`config.mk`:
```
export PLATFORM = sky130hd
export DESIGN_NAME = hwmon_sequencer
export DESIGN_NICKNAME = d
export VERILOG_FILES = /design/src/hw/hwmon_pkg.sv /design/src/hw/hwmon_sequencer.sv /design/src/hw/tach_meter.sv
export SDC_FILE = /design/constraint.sdc
export NUM_CORES = 1
export LEC_CHECK = 0
export ABC_CLOCK_PERIOD_IN_PS = 6600
export BUFFER_PORTS_ARGS = -buffer_cell sky130_fd_sc_hd__clkbuf_2
export CORE_MARGIN = 2
export CORE_UTILIZATION = 25
export DETAILED_ROUTE_END_ITERATION = 7
export MAX_ROUTING_LAYER = met4
export PLACE_DENSITY_LB_ADDON = 0.08
export SYNTH_ARGS = -nofsm -noshare
export SYNTH_HDL_FRONTEND = slang
export SYNTH_SLANG_ARGS = --single-unit
```
`constraint.sdc`:
```
create_clock -name sys_clk_in -period 6.6 [get_ports sys_clk_in]
set_input_delay 0.99 -clock sys_clk_in [delete_from_list [all_inputs] [get_ports sys_clk_in]]
set_output_delay 0.99 -clock sys_clk_in [all_outputs]
set_load 0.005 [all_outputs]
```
`src/hw/hwmon_pkg.sv`:
```
// Constants and types shared by the measurement sequencer and fan meters.
// Functional notes
// - One shared ten-bit converter digitises all channels.
// - Pins a/b select analog channel or tachometer.
// - Fan divisor and pulses per revolution programmable.
// - Pin pair: two voltages or second diode.
// - On-chip temperature sensor is a converter source.
// - Channel mode bit 3 selects 3.3/5 V scaling.
// - Started monitoring steps channels in fixed round-robin.
// - Tachometers measured concurrently, independent of sequence.
// - Each result lands in its own value register.
// - Out-of-limit results set interrupt status bits.
// - Recorded out-of-limit status raises the interrupt.
// - Mask register suppresses chosen status bits.
// - Code pins captured in two readable registers.
// - Each code pin may act as interrupt input.
// - Interrupt driver only when enable bit set.
package hwmon_pkg;
   localparam int DATA_W = 10;
   localparam int NUM_VAL = 12;
   localparam int FAN_W = 8;
   localparam int INT_W = 17;
   localparam logic [7:0] REG_CONFIG = 8'h00;
   localparam logic [7:0] REG_CHMODE = 8'h04;
   localparam logic [7:0] REG_FANDIV = 8'h08;
   localparam logic [7:0] REG_STATUS = 8'h0C;
   localparam logic [7:0] REG_MASK = 8'h10;
   localparam logic [7:0] REG_VCODE_MSB = 8'h14;
   localparam logic [7:0] REG_VCODE_LOW = 8'h18;
   localparam logic [7:0] REG_EXT_IRQ = 8'h1C;
   localparam logic [7:0] REG_VALUE_BASE = 8'h40;
   localparam logic [7:0] REG_VALUE_END = 8'h70;
   localparam logic [7:0] REG_LIMIT_BASE = 8'h80;
   localparam logic [7:0] REG_LIMIT_END = 8'hE0;
   localparam int CFG_START_BIT = 0;
   localparam int CFG_INT_EN_BIT = 1;
   localparam logic [1:0] CFG_RESET = 2'h0;
   localparam int CHM_FAN_A_BIT = 0;
   localparam int CHM_FAN_B_BIT = 1;
   localparam int CHM_DIODE2_BIT = 2;
   localparam int CHM_VCC5_BIT = 3;
   localparam logic [3:0] CHMODE_RESET = 4'h0;
   localparam int FD_DIV_A = 0;
   localparam int FD_DIV_B = 2;
   localparam int FD_PPR_A = 4;
   localparam int FD_PPR_B = 6;
   localparam logic [7:0] FANDIV_RESET = 8'h50;
   localparam int ST_FAN_A = 10;
   localparam int ST_VCODE = 12;
   localparam logic [3:0] CH_AIN_A = 4'h4;
   localparam logic [3:0] CH_AIN_B = 4'h5;
   localparam logic [3:0] CH_AUX = 4'h7;
   localparam logic [3:0] CH_LAST = 4'h9;
   localparam int FAN_VAL_BASE = 10;
   localparam logic [DATA_W-1:0] LIMIT_HI_RESET = 10'h3FF;
   localparam logic [DATA_W-1:0] LIMIT_LO_RESET = 10'h000;
   localparam int SYS_CLK_KHZ = 40000;
   localparam int TACH_TICK_NS = 22500;
   localparam int TICK_W = 10;
   localparam logic [TICK_W-1:0] TACH_TICK_CYC =
      TICK_W'((TACH_TICK_NS * SYS_CLK_KHZ) / 1000000);
   typedef enum logic [1:0] {SEQ_IDLE, SEQ_WAIT} seq_type;
endpackage

```
`src/hw/hwmon_sequencer.sv`:
```
// Measurement sequencer, limit checker and AHB-Lite register file.
//
// Decided for this implementation: the AHB-Lite slave port and the register addresses.
`timescale 1ns/1ps
module hwmon_sequencer
   import hwmon_pkg::*;
(
   input wire logic sys_clk_in,
   input wire logic reset_n_in,
   input wire logic hsel_in,
   input wire logic [31:0] haddr_in,
   input wire logic [1:0] htrans_in,
   input wire logic hwrite_in,
   input wire logic [2:0] hsize_in,
   input wire logic [31:0] hwdata_in,
   input wire logic hready_in,
   output logic [31:0] hrdata_out,
   output logic hreadyout_out,
   output logic hresp_out,
   output logic adc_start_out,
   output logic [3:0] adc_chan_out,
   output logic adc_vcc5_out,
   output logic adc_diode2_out,
   input wire logic adc_done_in,
   input wire logic [DATA_W-1:0] adc_data_in,
   input wire logic tach_or_analog_in_a_in,
   input wire logic tach_or_analog_in_b_in,
   input wire logic core_vcode_msb_pin_in,
   input wire logic [3:0] core_vcode_low_pins_in,
   output logic irq_out,
   output logic int_oe_n_out
);
   typedef struct packed {
      logic wr_pend;
      logic [7:0] wr_addr;
      logic [31:0] rdata;
      logic ready;
      logic resp;
      logic irq;
      logic oe_n;
      logic [1:0] cfg;
      logic [3:0] chmode;
      logic [7:0] fandiv;
      logic [INT_W-1:0] status;
      logic [INT_W-1:0] mask;
      logic vcode_msb;
      logic [3:0] vcode_low;
      logic [4:0] ext_irq_input_en;
      logic [4:0] vcode_s1;
      logic [4:0] vcode_s2;
      logic [1:0] tach_s1;
      logic [1:0] tach_s2;
      seq_type seq;
      logic [3:0] chan;
      logic start;
      logic [TICK_W-1:0] tick_cnt;
      logic tick;
      logic [NUM_VAL-1:0][DATA_W-1:0] value;
      logic [NUM_VAL-1:0][DATA_W-1:0] lim_hi;
      logic [NUM_VAL-1:0][DATA_W-1:0] lim_lo;
   } seq_state_type;

   seq_state_type s_q, s_d;
   logic [INT_W-1:0] sets;
   logic [INT_W-1:0] clr;
   logic [DATA_W-1:0] meas;
   logic [3:0] idx;
   logic [7:0] raddr;
   logic [1:0] fan_en;
   logic [1:0] fan_done;
   logic [1:0][FAN_W-1:0] fan_cnt;

   // A channel is skipped when its pin serves another purpose.
   function automatic logic skip_chan(input logic [3:0] c,
                                      input logic [3:0] m);
      skip_chan = (c == CH_AIN_A && m[CHM_FAN_A_BIT]) ||
                  (c == CH_AIN_B && m[CHM_FAN_B_BIT]) ||
                  (c == CH_AUX && m[CHM_DIODE2_BIT]);
   endfunction

   function automatic logic [3:0] step_chan(input logic [3:0] c);
      step_chan = (c == CH_LAST) ? 4'h0 : c + 4'h1;
   endfunction

   function automatic logic [3:0] next_chan(input logic [3:0] c,
                                            input logic [3:0] m);
      logic [3:0] r;
      r = step_chan(c);
      for (int k = 0; k < 3; k++) begin
         if (skip_chan(r, m)) begin
            r = step_chan(r);
         end
      end
      next_chan = r;
   endfunction

   assign hrdata_out = s_q.rdata;
   assign hreadyout_out = s_q.ready;
   assign hresp_out = s_q.resp;
   assign adc_start_out = s_q.start;
   assign adc_chan_out = s_q.chan;
   assign adc_vcc5_out = s_q.chmode[CHM_VCC5_BIT];
   assign adc_diode2_out = s_q.chmode[CHM_DIODE2_BIT];
   assign irq_out = s_q.irq;
   assign int_oe_n_out = s_q.oe_n;

   assign fan_en[0] = s_q.chmode[CHM_FAN_A_BIT] &
                      s_q.cfg[CFG_START_BIT];
   assign fan_en[1] = s_q.chmode[CHM_FAN_B_BIT] &
                      s_q.cfg[CFG_START_BIT];

   // Fans run beside the converter cycle and never stall it.
   tach_meter fan_a (
      .sys_clk_in(sys_clk_in),
      .reset_n_in(reset_n_in),
      .enable_in(fan_en[0]),
      .tach_in(s_q.tach_s2[0]),
      .tick_in(s_q.tick),
      .div_sel_in(s_q.fandiv[FD_DIV_A +: 2]),
      .ppr_sel_in(s_q.fandiv[FD_PPR_A +: 2]),
      .count_out(fan_cnt[0]),
      .done_out(fan_done[0])
   );

   tach_meter fan_b (
      .sys_clk_in(sys_clk_in),
      .reset_n_in(reset_n_in),
      .enable_in(fan_en[1]),
      .tach_in(s_q.tach_s2[1]),
      .tick_in(s_q.tick),
      .div_sel_in(s_q.fandiv[FD_DIV_B +: 2]),
      .ppr_sel_in(s_q.fandiv[FD_PPR_B +: 2]),
      .count_out(fan_cnt[1]),
      .done_out(fan_done[1])
   );

   always_comb begin
      s_d = s_q;
      sets = '0;
      clr = '0;
      meas = '0;
      idx = 4'h0;
      raddr = haddr_in[7:0];
      s_d.start = 1'b0;

      // Pins pass two flip-flops before anything reads them.
      s_d.vcode_s1 = {core_vcode_msb_pin_in, core_vcode_low_pins_in};
      s_d.vcode_s2 = s_q.vcode_s1;
      s_d.tach_s1 = {tach_or_analog_in_b_in, tach_or_analog_in_a_in};
      s_d.tach_s2 = s_q.tach_s1;
      s_d.vcode_msb = s_q.vcode_s2[4];
      s_d.vcode_low = s_q.vcode_s2[3:0];

      // A pin in interrupt use requests while it is held low.
      sets[ST_VCODE +: 5] = s_q.ext_irq_input_en &
                            ~s_q.vcode_s2;

      if (s_q.tick_cnt == TACH_TICK_CYC - 1'b1) begin
         s_d.tick_cnt = '0;
         s_d.tick = 1'b1;
      end else begin
         s_d.tick_cnt = s_q.tick_cnt + 1'b1;
         s_d.tick = 1'b0;
      end

      for (int f = 0; f < 2; f++) begin
         if (fan_done[f]) begin
            s_d.value[FAN_VAL_BASE + f] = DATA_W'(fan_cnt[f]);
            if (DATA_W'(fan_cnt[f]) >
                s_q.lim_hi[FAN_VAL_BASE + f]) begin
               sets[ST_FAN_A + f] = 1'b1;
            end
         end
      end

      case (s_q.seq)
         SEQ_IDLE: begin
            if (s_q.cfg[CFG_START_BIT]) begin
               s_d.chan = 4'h0;
               s_d.start = 1'b1;
               s_d.seq = SEQ_WAIT;
            end
         end
         SEQ_WAIT: begin
            if (adc_done_in) begin
               // Channel 9 is the on-chip sensor, 6 the second diode.
               meas = adc_data_in;
               s_d.value[s_q.chan] = meas;
               if (meas > s_q.lim_hi[s_q.chan] ||
                   meas < s_q.lim_lo[s_q.chan]) begin
                  sets[s_q.chan] = 1'b1;
               end
               s_d.chan = next_chan(s_q.chan, s_q.chmode);
               if (s_q.cfg[CFG_START_BIT]) begin
                  s_d.start = 1'b1;
               end else begin
                  s_d.seq = SEQ_IDLE;
               end
            end
         end
         default: begin
            s_d.seq = SEQ_IDLE;
         end
      endcase

      // Data phase of a write taken in the previous cycle.
      if (s_q.wr_pend) begin
         if (s_q.wr_addr == REG_CONFIG) begin
            s_d.cfg = hwdata_in[1:0];
         end else if (s_q.wr_addr == REG_CHMODE) begin
            s_d.chmode = hwdata_in[3:0];
         end else if (s_q.wr_addr == REG_FANDIV) begin
            s_d.fandiv = hwdata_in[7:0];
         end else if (s_q.wr_addr == REG_STATUS) begin
            clr = hwdata_in[INT_W-1:0];
         end else if (s_q.wr_addr == REG_MASK) begin
            s_d.mask = hwdata_in[INT_W-1:0];
         end else if (s_q.wr_addr == REG_EXT_IRQ) begin
            s_d.ext_irq_input_en = hwdata_in[4:0];
         end else if (s_q.wr_addr >= REG_LIMIT_BASE &&
                      s_q.wr_addr < REG_LIMIT_END) begin
            idx = s_q.wr_addr[6:3];
            if (s_q.wr_addr[2]) begin
               s_d.lim_lo[idx] = hwdata_in[DATA_W-1:0];
            end else begin
               s_d.lim_hi[idx] = hwdata_in[DATA_W-1:0];
            end
         end
      end

      // Address phase; reads are answered with zero wait states.
      s_d.wr_pend = 1'b0;
      s_d.rdata = '0;
      if (hsel_in && hready_in && htrans_in[1]) begin
         if (hwrite_in) begin
            s_d.wr_pend = 1'b1;
            s_d.wr_addr = raddr;
         end else if (raddr == REG_CONFIG) begin
            s_d.rdata = 32'(s_q.cfg);
         end else if (raddr == REG_CHMODE) begin
            s_d.rdata = 32'(s_q.chmode);
         end else if (raddr == REG_FANDIV) begin
            s_d.rdata = 32'(s_q.fandiv);
         end else if (raddr == REG_STATUS) begin
            s_d.rdata = 32'(s_q.status);
         end else if (raddr == REG_MASK) begin
            s_d.rdata = 32'(s_q.mask);
         end else if (raddr == REG_VCODE_MSB) begin
            s_d.rdata = 32'(s_q.vcode_msb);
         end else if (raddr == REG_VCODE_LOW) begin
            s_d.rdata = 32'(s_q.vcode_low);
         end else if (raddr == REG_EXT_IRQ) begin
            s_d.rdata = 32'(s_q.ext_irq_input_en);
         end else if (raddr >= REG_VALUE_BASE &&
                      raddr < REG_VALUE_END) begin
            idx = raddr[5:2];
            s_d.rdata = 32'(s_q.value[idx]);
         end else if (raddr >= REG_LIMIT_BASE &&
                      raddr < REG_LIMIT_END) begin
            idx = raddr[6:3];
            if (raddr[2]) begin
               s_d.rdata = 32'(s_q.lim_lo[idx]);
            end else begin
               s_d.rdata = 32'(s_q.lim_hi[idx]);
            end
         end
      end

      // A new event beats a clear landing in the same cycle.
      s_d.status = (s_q.status & ~clr) | sets;
      // The level follows masked status and the enable bit, so it drops when
      // no unmasked bit is set or the enable bit is cleared.
      s_d.irq = (|(s_d.status & s_d.mask)) &
                s_d.cfg[CFG_INT_EN_BIT];
      s_d.oe_n = ~s_d.irq;
      s_d.ready = 1'b1;
      s_d.resp = 1'b0;
   end

   always_ff @(posedge sys_clk_in or negedge reset_n_in) begin
      if (!reset_n_in) begin
         s_q <= '0;
         s_q.ready <= 1'b1;
         s_q.oe_n <= 1'b1;
         s_q.cfg <= CFG_RESET;
         s_q.chmode <= CHMODE_RESET;
         s_q.fandiv <= FANDIV_RESET;
         s_q.seq <= SEQ_IDLE;
         s_q.lim_hi <= {NUM_VAL{LIMIT_HI_RESET}};
         s_q.lim_lo <= {NUM_VAL{LIMIT_LO_RESET}};
      end else begin
         s_q <= s_d;
      end
   end
endmodule // hwmon_sequencer

```
`src/hw/tach_meter.sv`:
```
// Fan tachometer period meter counting prescaled ticks per revolution.
`timescale 1ns/1ps
module tach_meter
   import hwmon_pkg::*;
(
   input wire logic sys_clk_in,
   input wire logic reset_n_in,
   input wire logic enable_in,
   input wire logic tach_in,
   input wire logic tick_in,
   input wire logic [1:0] div_sel_in,
   input wire logic [1:0] ppr_sel_in,
   output logic [FAN_W-1:0] count_out,
   output logic done_out
);
   typedef struct packed {
      logic prev;
      logic armed;
      logic [1:0] edges;
      logic [2:0] pre;
      logic [FAN_W-1:0] cnt;
      logic [FAN_W-1:0] result;
      logic done;
   } tach_type;
   tach_type s_q, s_d;
   logic rise;
   logic [2:0] pre_max;

   assign count_out = s_q.result;
   assign done_out = s_q.done;

   always_comb begin
      s_d = s_q;
      s_d.done = 1'b0;
      s_d.prev = tach_in;
      rise = tach_in & ~s_q.prev;
      pre_max = 3'((4'h1 << div_sel_in) - 4'h1);
      if (!enable_in) begin
         s_d.armed = 1'b0;
      end else if (rise && !s_q.armed) begin
         s_d.armed = 1'b1;
         s_d.edges = 2'h0;
         s_d.cnt = '0;
         s_d.pre = 3'h0;
      end else if (rise && s_q.edges == ppr_sel_in) begin
         s_d.result = s_q.cnt;
         s_d.done = 1'b1;
         s_d.edges = 2'h0;
         s_d.cnt = '0;
         s_d.pre = 3'h0;
      end else begin
         if (rise) begin
            s_d.edges = s_q.edges + 2'h1;
         end
         if (tick_in && s_q.armed) begin
            s_d.pre = s_q.pre + 3'h1;
            if (s_q.pre == pre_max) begin
               s_d.pre = 3'h0;
               if (&s_q.cnt) begin
                  // A stalled fan reports full scale and disarms until the next rising edge.
                  s_d.result = s_q.cnt;
                  s_d.done = 1'b1;
                  s_d.armed = 1'b0;
               end else begin
                  s_d.cnt = s_q.cnt + 1'b1;
               end
            end
         end
      end
   end

   always_ff @(posedge sys_clk_in or negedge reset_n_in) begin
      if (!reset_n_in) begin
         s_q <= '0;
      end else begin
         s_q <= s_d;
      end
   end
endmodule // tach_meter

```
==> metrics.csv <==
stage,metric,value,unit
clocking,Post-CTS Repair Setup Buffers,0,
route,first drt pass iteration count,6,
global_route,vias in the first global route,19500,
clocking,clock transition at the registers of the reported paths,60,ps
clocking,CTS resizes,0,
flow_run,MaxCap Viol Count,0,
finish,area delta synth->final,15.7,%
placed_design,hpwl dp,64.8,mm
global_route,global-route wire length before repair,141,mm
sta,fin crit share,0.713,
sta,Final Slew Violations,0,
finish,share of cells above drive strength 1,0.357,
placed_design,routability congestion estimate from global placement,0.866,
sta,setup tns final,0,ps
worst_hold_path,Tightest Hold Check Type,flop to flop,
placed_design,dpl cell area,0.0290,sq mm
critical_path,Critical Path Most Common Cell,a21oi_1,
die,Die Area,0.111,sq mm
die,Core ar.,0.107,sq mm
sta,Max-slew headroom,0.291,
die,Die Y,334,um
global_route,initial antenna violation count,3,
global_route,total track usage,0.179,
pwr,Power Dens Cells,344,mW/mm^2
route,drt initial violations,1313,
die,initial core utilization,0.253,
pwr,VDD IR-drop max,0.160,mV
pwr,Leak,13.6,nW
clocking,Num CTS Buffers,71,
finish,most frequent cells in the layout,"dfrtp_1 (399), mux2_2 (302), nand2_1 (240), o21ai_0 (190), mux4_2 (138)",
clocking,# hold bufs at CTS,0,
synth,Yosys cell types,69,
clocking,Max Buffers Root-to-Sink,3,
sta,FMAX,0.212,GHz
clocking,htree depth,3,
die,Top Ports,135,
synth,synthesized area,0.0272,sq mm
synth,Syn Inst Count,2249,
sta,actual slew at the worst max-slew pin,1060,ps
synth,Post-synth EDFFs,0,
critical_path,CP Max Fanout,29,
critical_path,crit path cell chain,"buf_12, mux4_2, mux2i_1, nor2_1, a21oi_1, ha_1, and3_1, o21ai_0, a21oi_1, o32a_1, or3_1, o311a_1, o221a_1",
finish,final net count,2419,
route,routed via count,18500,
placed_design,IO buf count,74,
die,Rows,120,
sta,count of final hold-check violations,0,
route,drt wl/cell,25.9,um
sta,RSZ-0062 raised after global routing,false,
synth,Synth Area per Inst,12.1,sq um
global_route,largest net degree at the start of global routing,155,
pwr,Final Total Pwr,10.8,mW
sta,Max Clock Skew,33.1,ps
route,Routed Antenna Nets,0,
synth,ys flop type,dfrtp_1,
route,final routed DRC violation total,0,
finish,final core occ,0.293,
synth,register area share after synthesis,0.489,
sta,Final Critical Period,4710,ps
synth,Yosys reg bits,525,
clocking,worst-skew pair later-pin latency,640,ps
clocking,root buf cell,clkbuf_16,
route,DR vias/cell,4.93,
synth,Yosys warning total,0,
clocking,CTS tree,done,
critical_path,critical path endpoint category,flop,
finish,"leading cell type in the layout, fill and taps excluded",dfrtp_1,
critical_path,Worst path slowest cell,dfrtp_4,
die,chip width,334,um
critical_path,arrival time at the worst endpoint,5270,ps
critical_path,CP required,7160,ps
clocking,Sink Count,525,
sta,setup violators final,0,
critical_path,startpoint types,flop,
critical_path,Max stage delay on crit path,890,ps
finish,Final Cell Area,0.0314,sq mm
global_route,Congestion Overflow GR,0,
finish,# fillers,10900,
route,Detailed Route WL,97.0,mm
critical_path,CP Class,flop to flop,
synth,Post-synth ARST share,1.00,
outcome,status,completed,
state kept, by name, indices dropped and copies added, names as in the netlist:
register / count
adc_chan_out: 4
adc_diode2_out: 1
adc_start_out: 1
adc_vcc5_out: 1
fan_a.count_out: 8
fan_a.done_out: 1
fan_a.s_q: 15
fan_b.count_out: 8
fan_b.done_out: 1
fan_b.s_q: 15
hrdata_out: 17
int_oe_n_out: 1
irq_out: 1
s_d: 12
s_q: 439
final timing paths:
kind                            depth (start not counted)               to       startpoint  slack (ps)
min in group asynchronous                               1          s_q[46]       reset_n_in         380
worst min-delay path                                    0         s_q[379]         s_d[379]         350
max in group asynchronous                               2  adc_chan_out[1]       reset_n_in        4640
worst min register to register                          0         s_q[379]         s_d[379]         350
worst max register to register                         13     int_oe_n_out  adc_chan_out[0]        1890
worst max-delay path                                   13     int_oe_n_out  adc_chan_out[0]        1890
synthesized netlist by cell type (all sizes together), types with 6 or more instances:
cell	count	area, sq um
a21boi	6	45.0
a21o	14	105
a21oi	61	305
a221oi	6	52.6
a222oi	8	80.1
a22oi	9	67.6
a31oi	6	37.5
and3	17	106
buf	94	546
clkbuf	91	342
dfrtp	402	10100
dfstp	123	3230
ha	43	538
inv	50	188
mux2	302	3400
mux2i	96	973
mux4	138	3110
nand2	240	901
nand2b	28	175
nand3	29	145
nand4	12	90.1
nor2	111	417
nor2b	18	113
nor3	19	105
nor4	9	71.3
o211ai	8	60.1
o21ai	190	951
o21bai	6	45.0
o221ai	11	96.3
o22ai	12	75.1
o31ai	10	75.1
xnor2	8	70.1
xor2	12	105
area by class of cell:
class / count / area (sq um) / share of cell area
diodes: 3 / 7.51 / 0.000239
clock buffers: 97 / 2070 / 0.0659
clock inverters: 34 / 360 / 0.0115
inverters: 52 / 195 / 0.00621
multi-input cells: 1502 / 12900 / 0.409
flip-flops and latches: 525 / 13300 / 0.423
well taps: 1403 / 1760 / 0.0559
repair buffers: 132 / 877 / 0.0279
power by group:
part / internal [mW] / switching [mW] / total [mW]
Sequential: 3.79 / 0.517 / 4.31
Combinational: 1.17 / 1.29 / 2.46
Clock: 2.47 / 1.56 / 4.03
worst max-delay path, delay by kind of cell, from the launching register on:
| kind | cells | cell delay (ps) |
|---|---|---|
| AOI/OAI and AO/OA | 6 | 1640 |
| buffers and inverters | 1 | 290 |
| muxes | 2 | 720 |
| adders and majority gates | 1 | 310 |
| DFF | 1 | 890 |
| and+or+nand+nor | 3 | 750 |
kinds of logic (layout without fill, tap and decap cells):
family	count (synthesis)	count (layout)	share of synthesized area
multiplexers	536	536	0.276
flip-flops	525	525	0.489
AND/OR/NAND/NOR	508	508	0.0848
AO/OA/AOI/OAI	378	378	0.0838
buffers and inverters	237	315	0.0399
adder cells (fa/ha/maj)	43	43	0.0198
XOR/XNOR	20	20	0.00645
other	2	20	0.000277
metal layers:
layer,track usage,vias up,part of all wire
met5,-,-,0
met4,0.0520,0,0.023
met3,0.0269,118,0.039
met2,0.279,383,0.46
met1,0.242,9708,0.47
li1,-,8251,-
through the flow:
step | instances | hold WS [ps] | setup WS [ps]
after CTS | 3745 | 351 | 1800
after floorplan | 2264 | 331 | 2240
after detailed placement | 3614 | 336 | 1820
after global routing | 3746 | 361 | 1470
final | 3748 | 347 | 1890
after global placement | 3614 | 335 | 1850
Note: power is estimated with default switching activity, not from simulation.
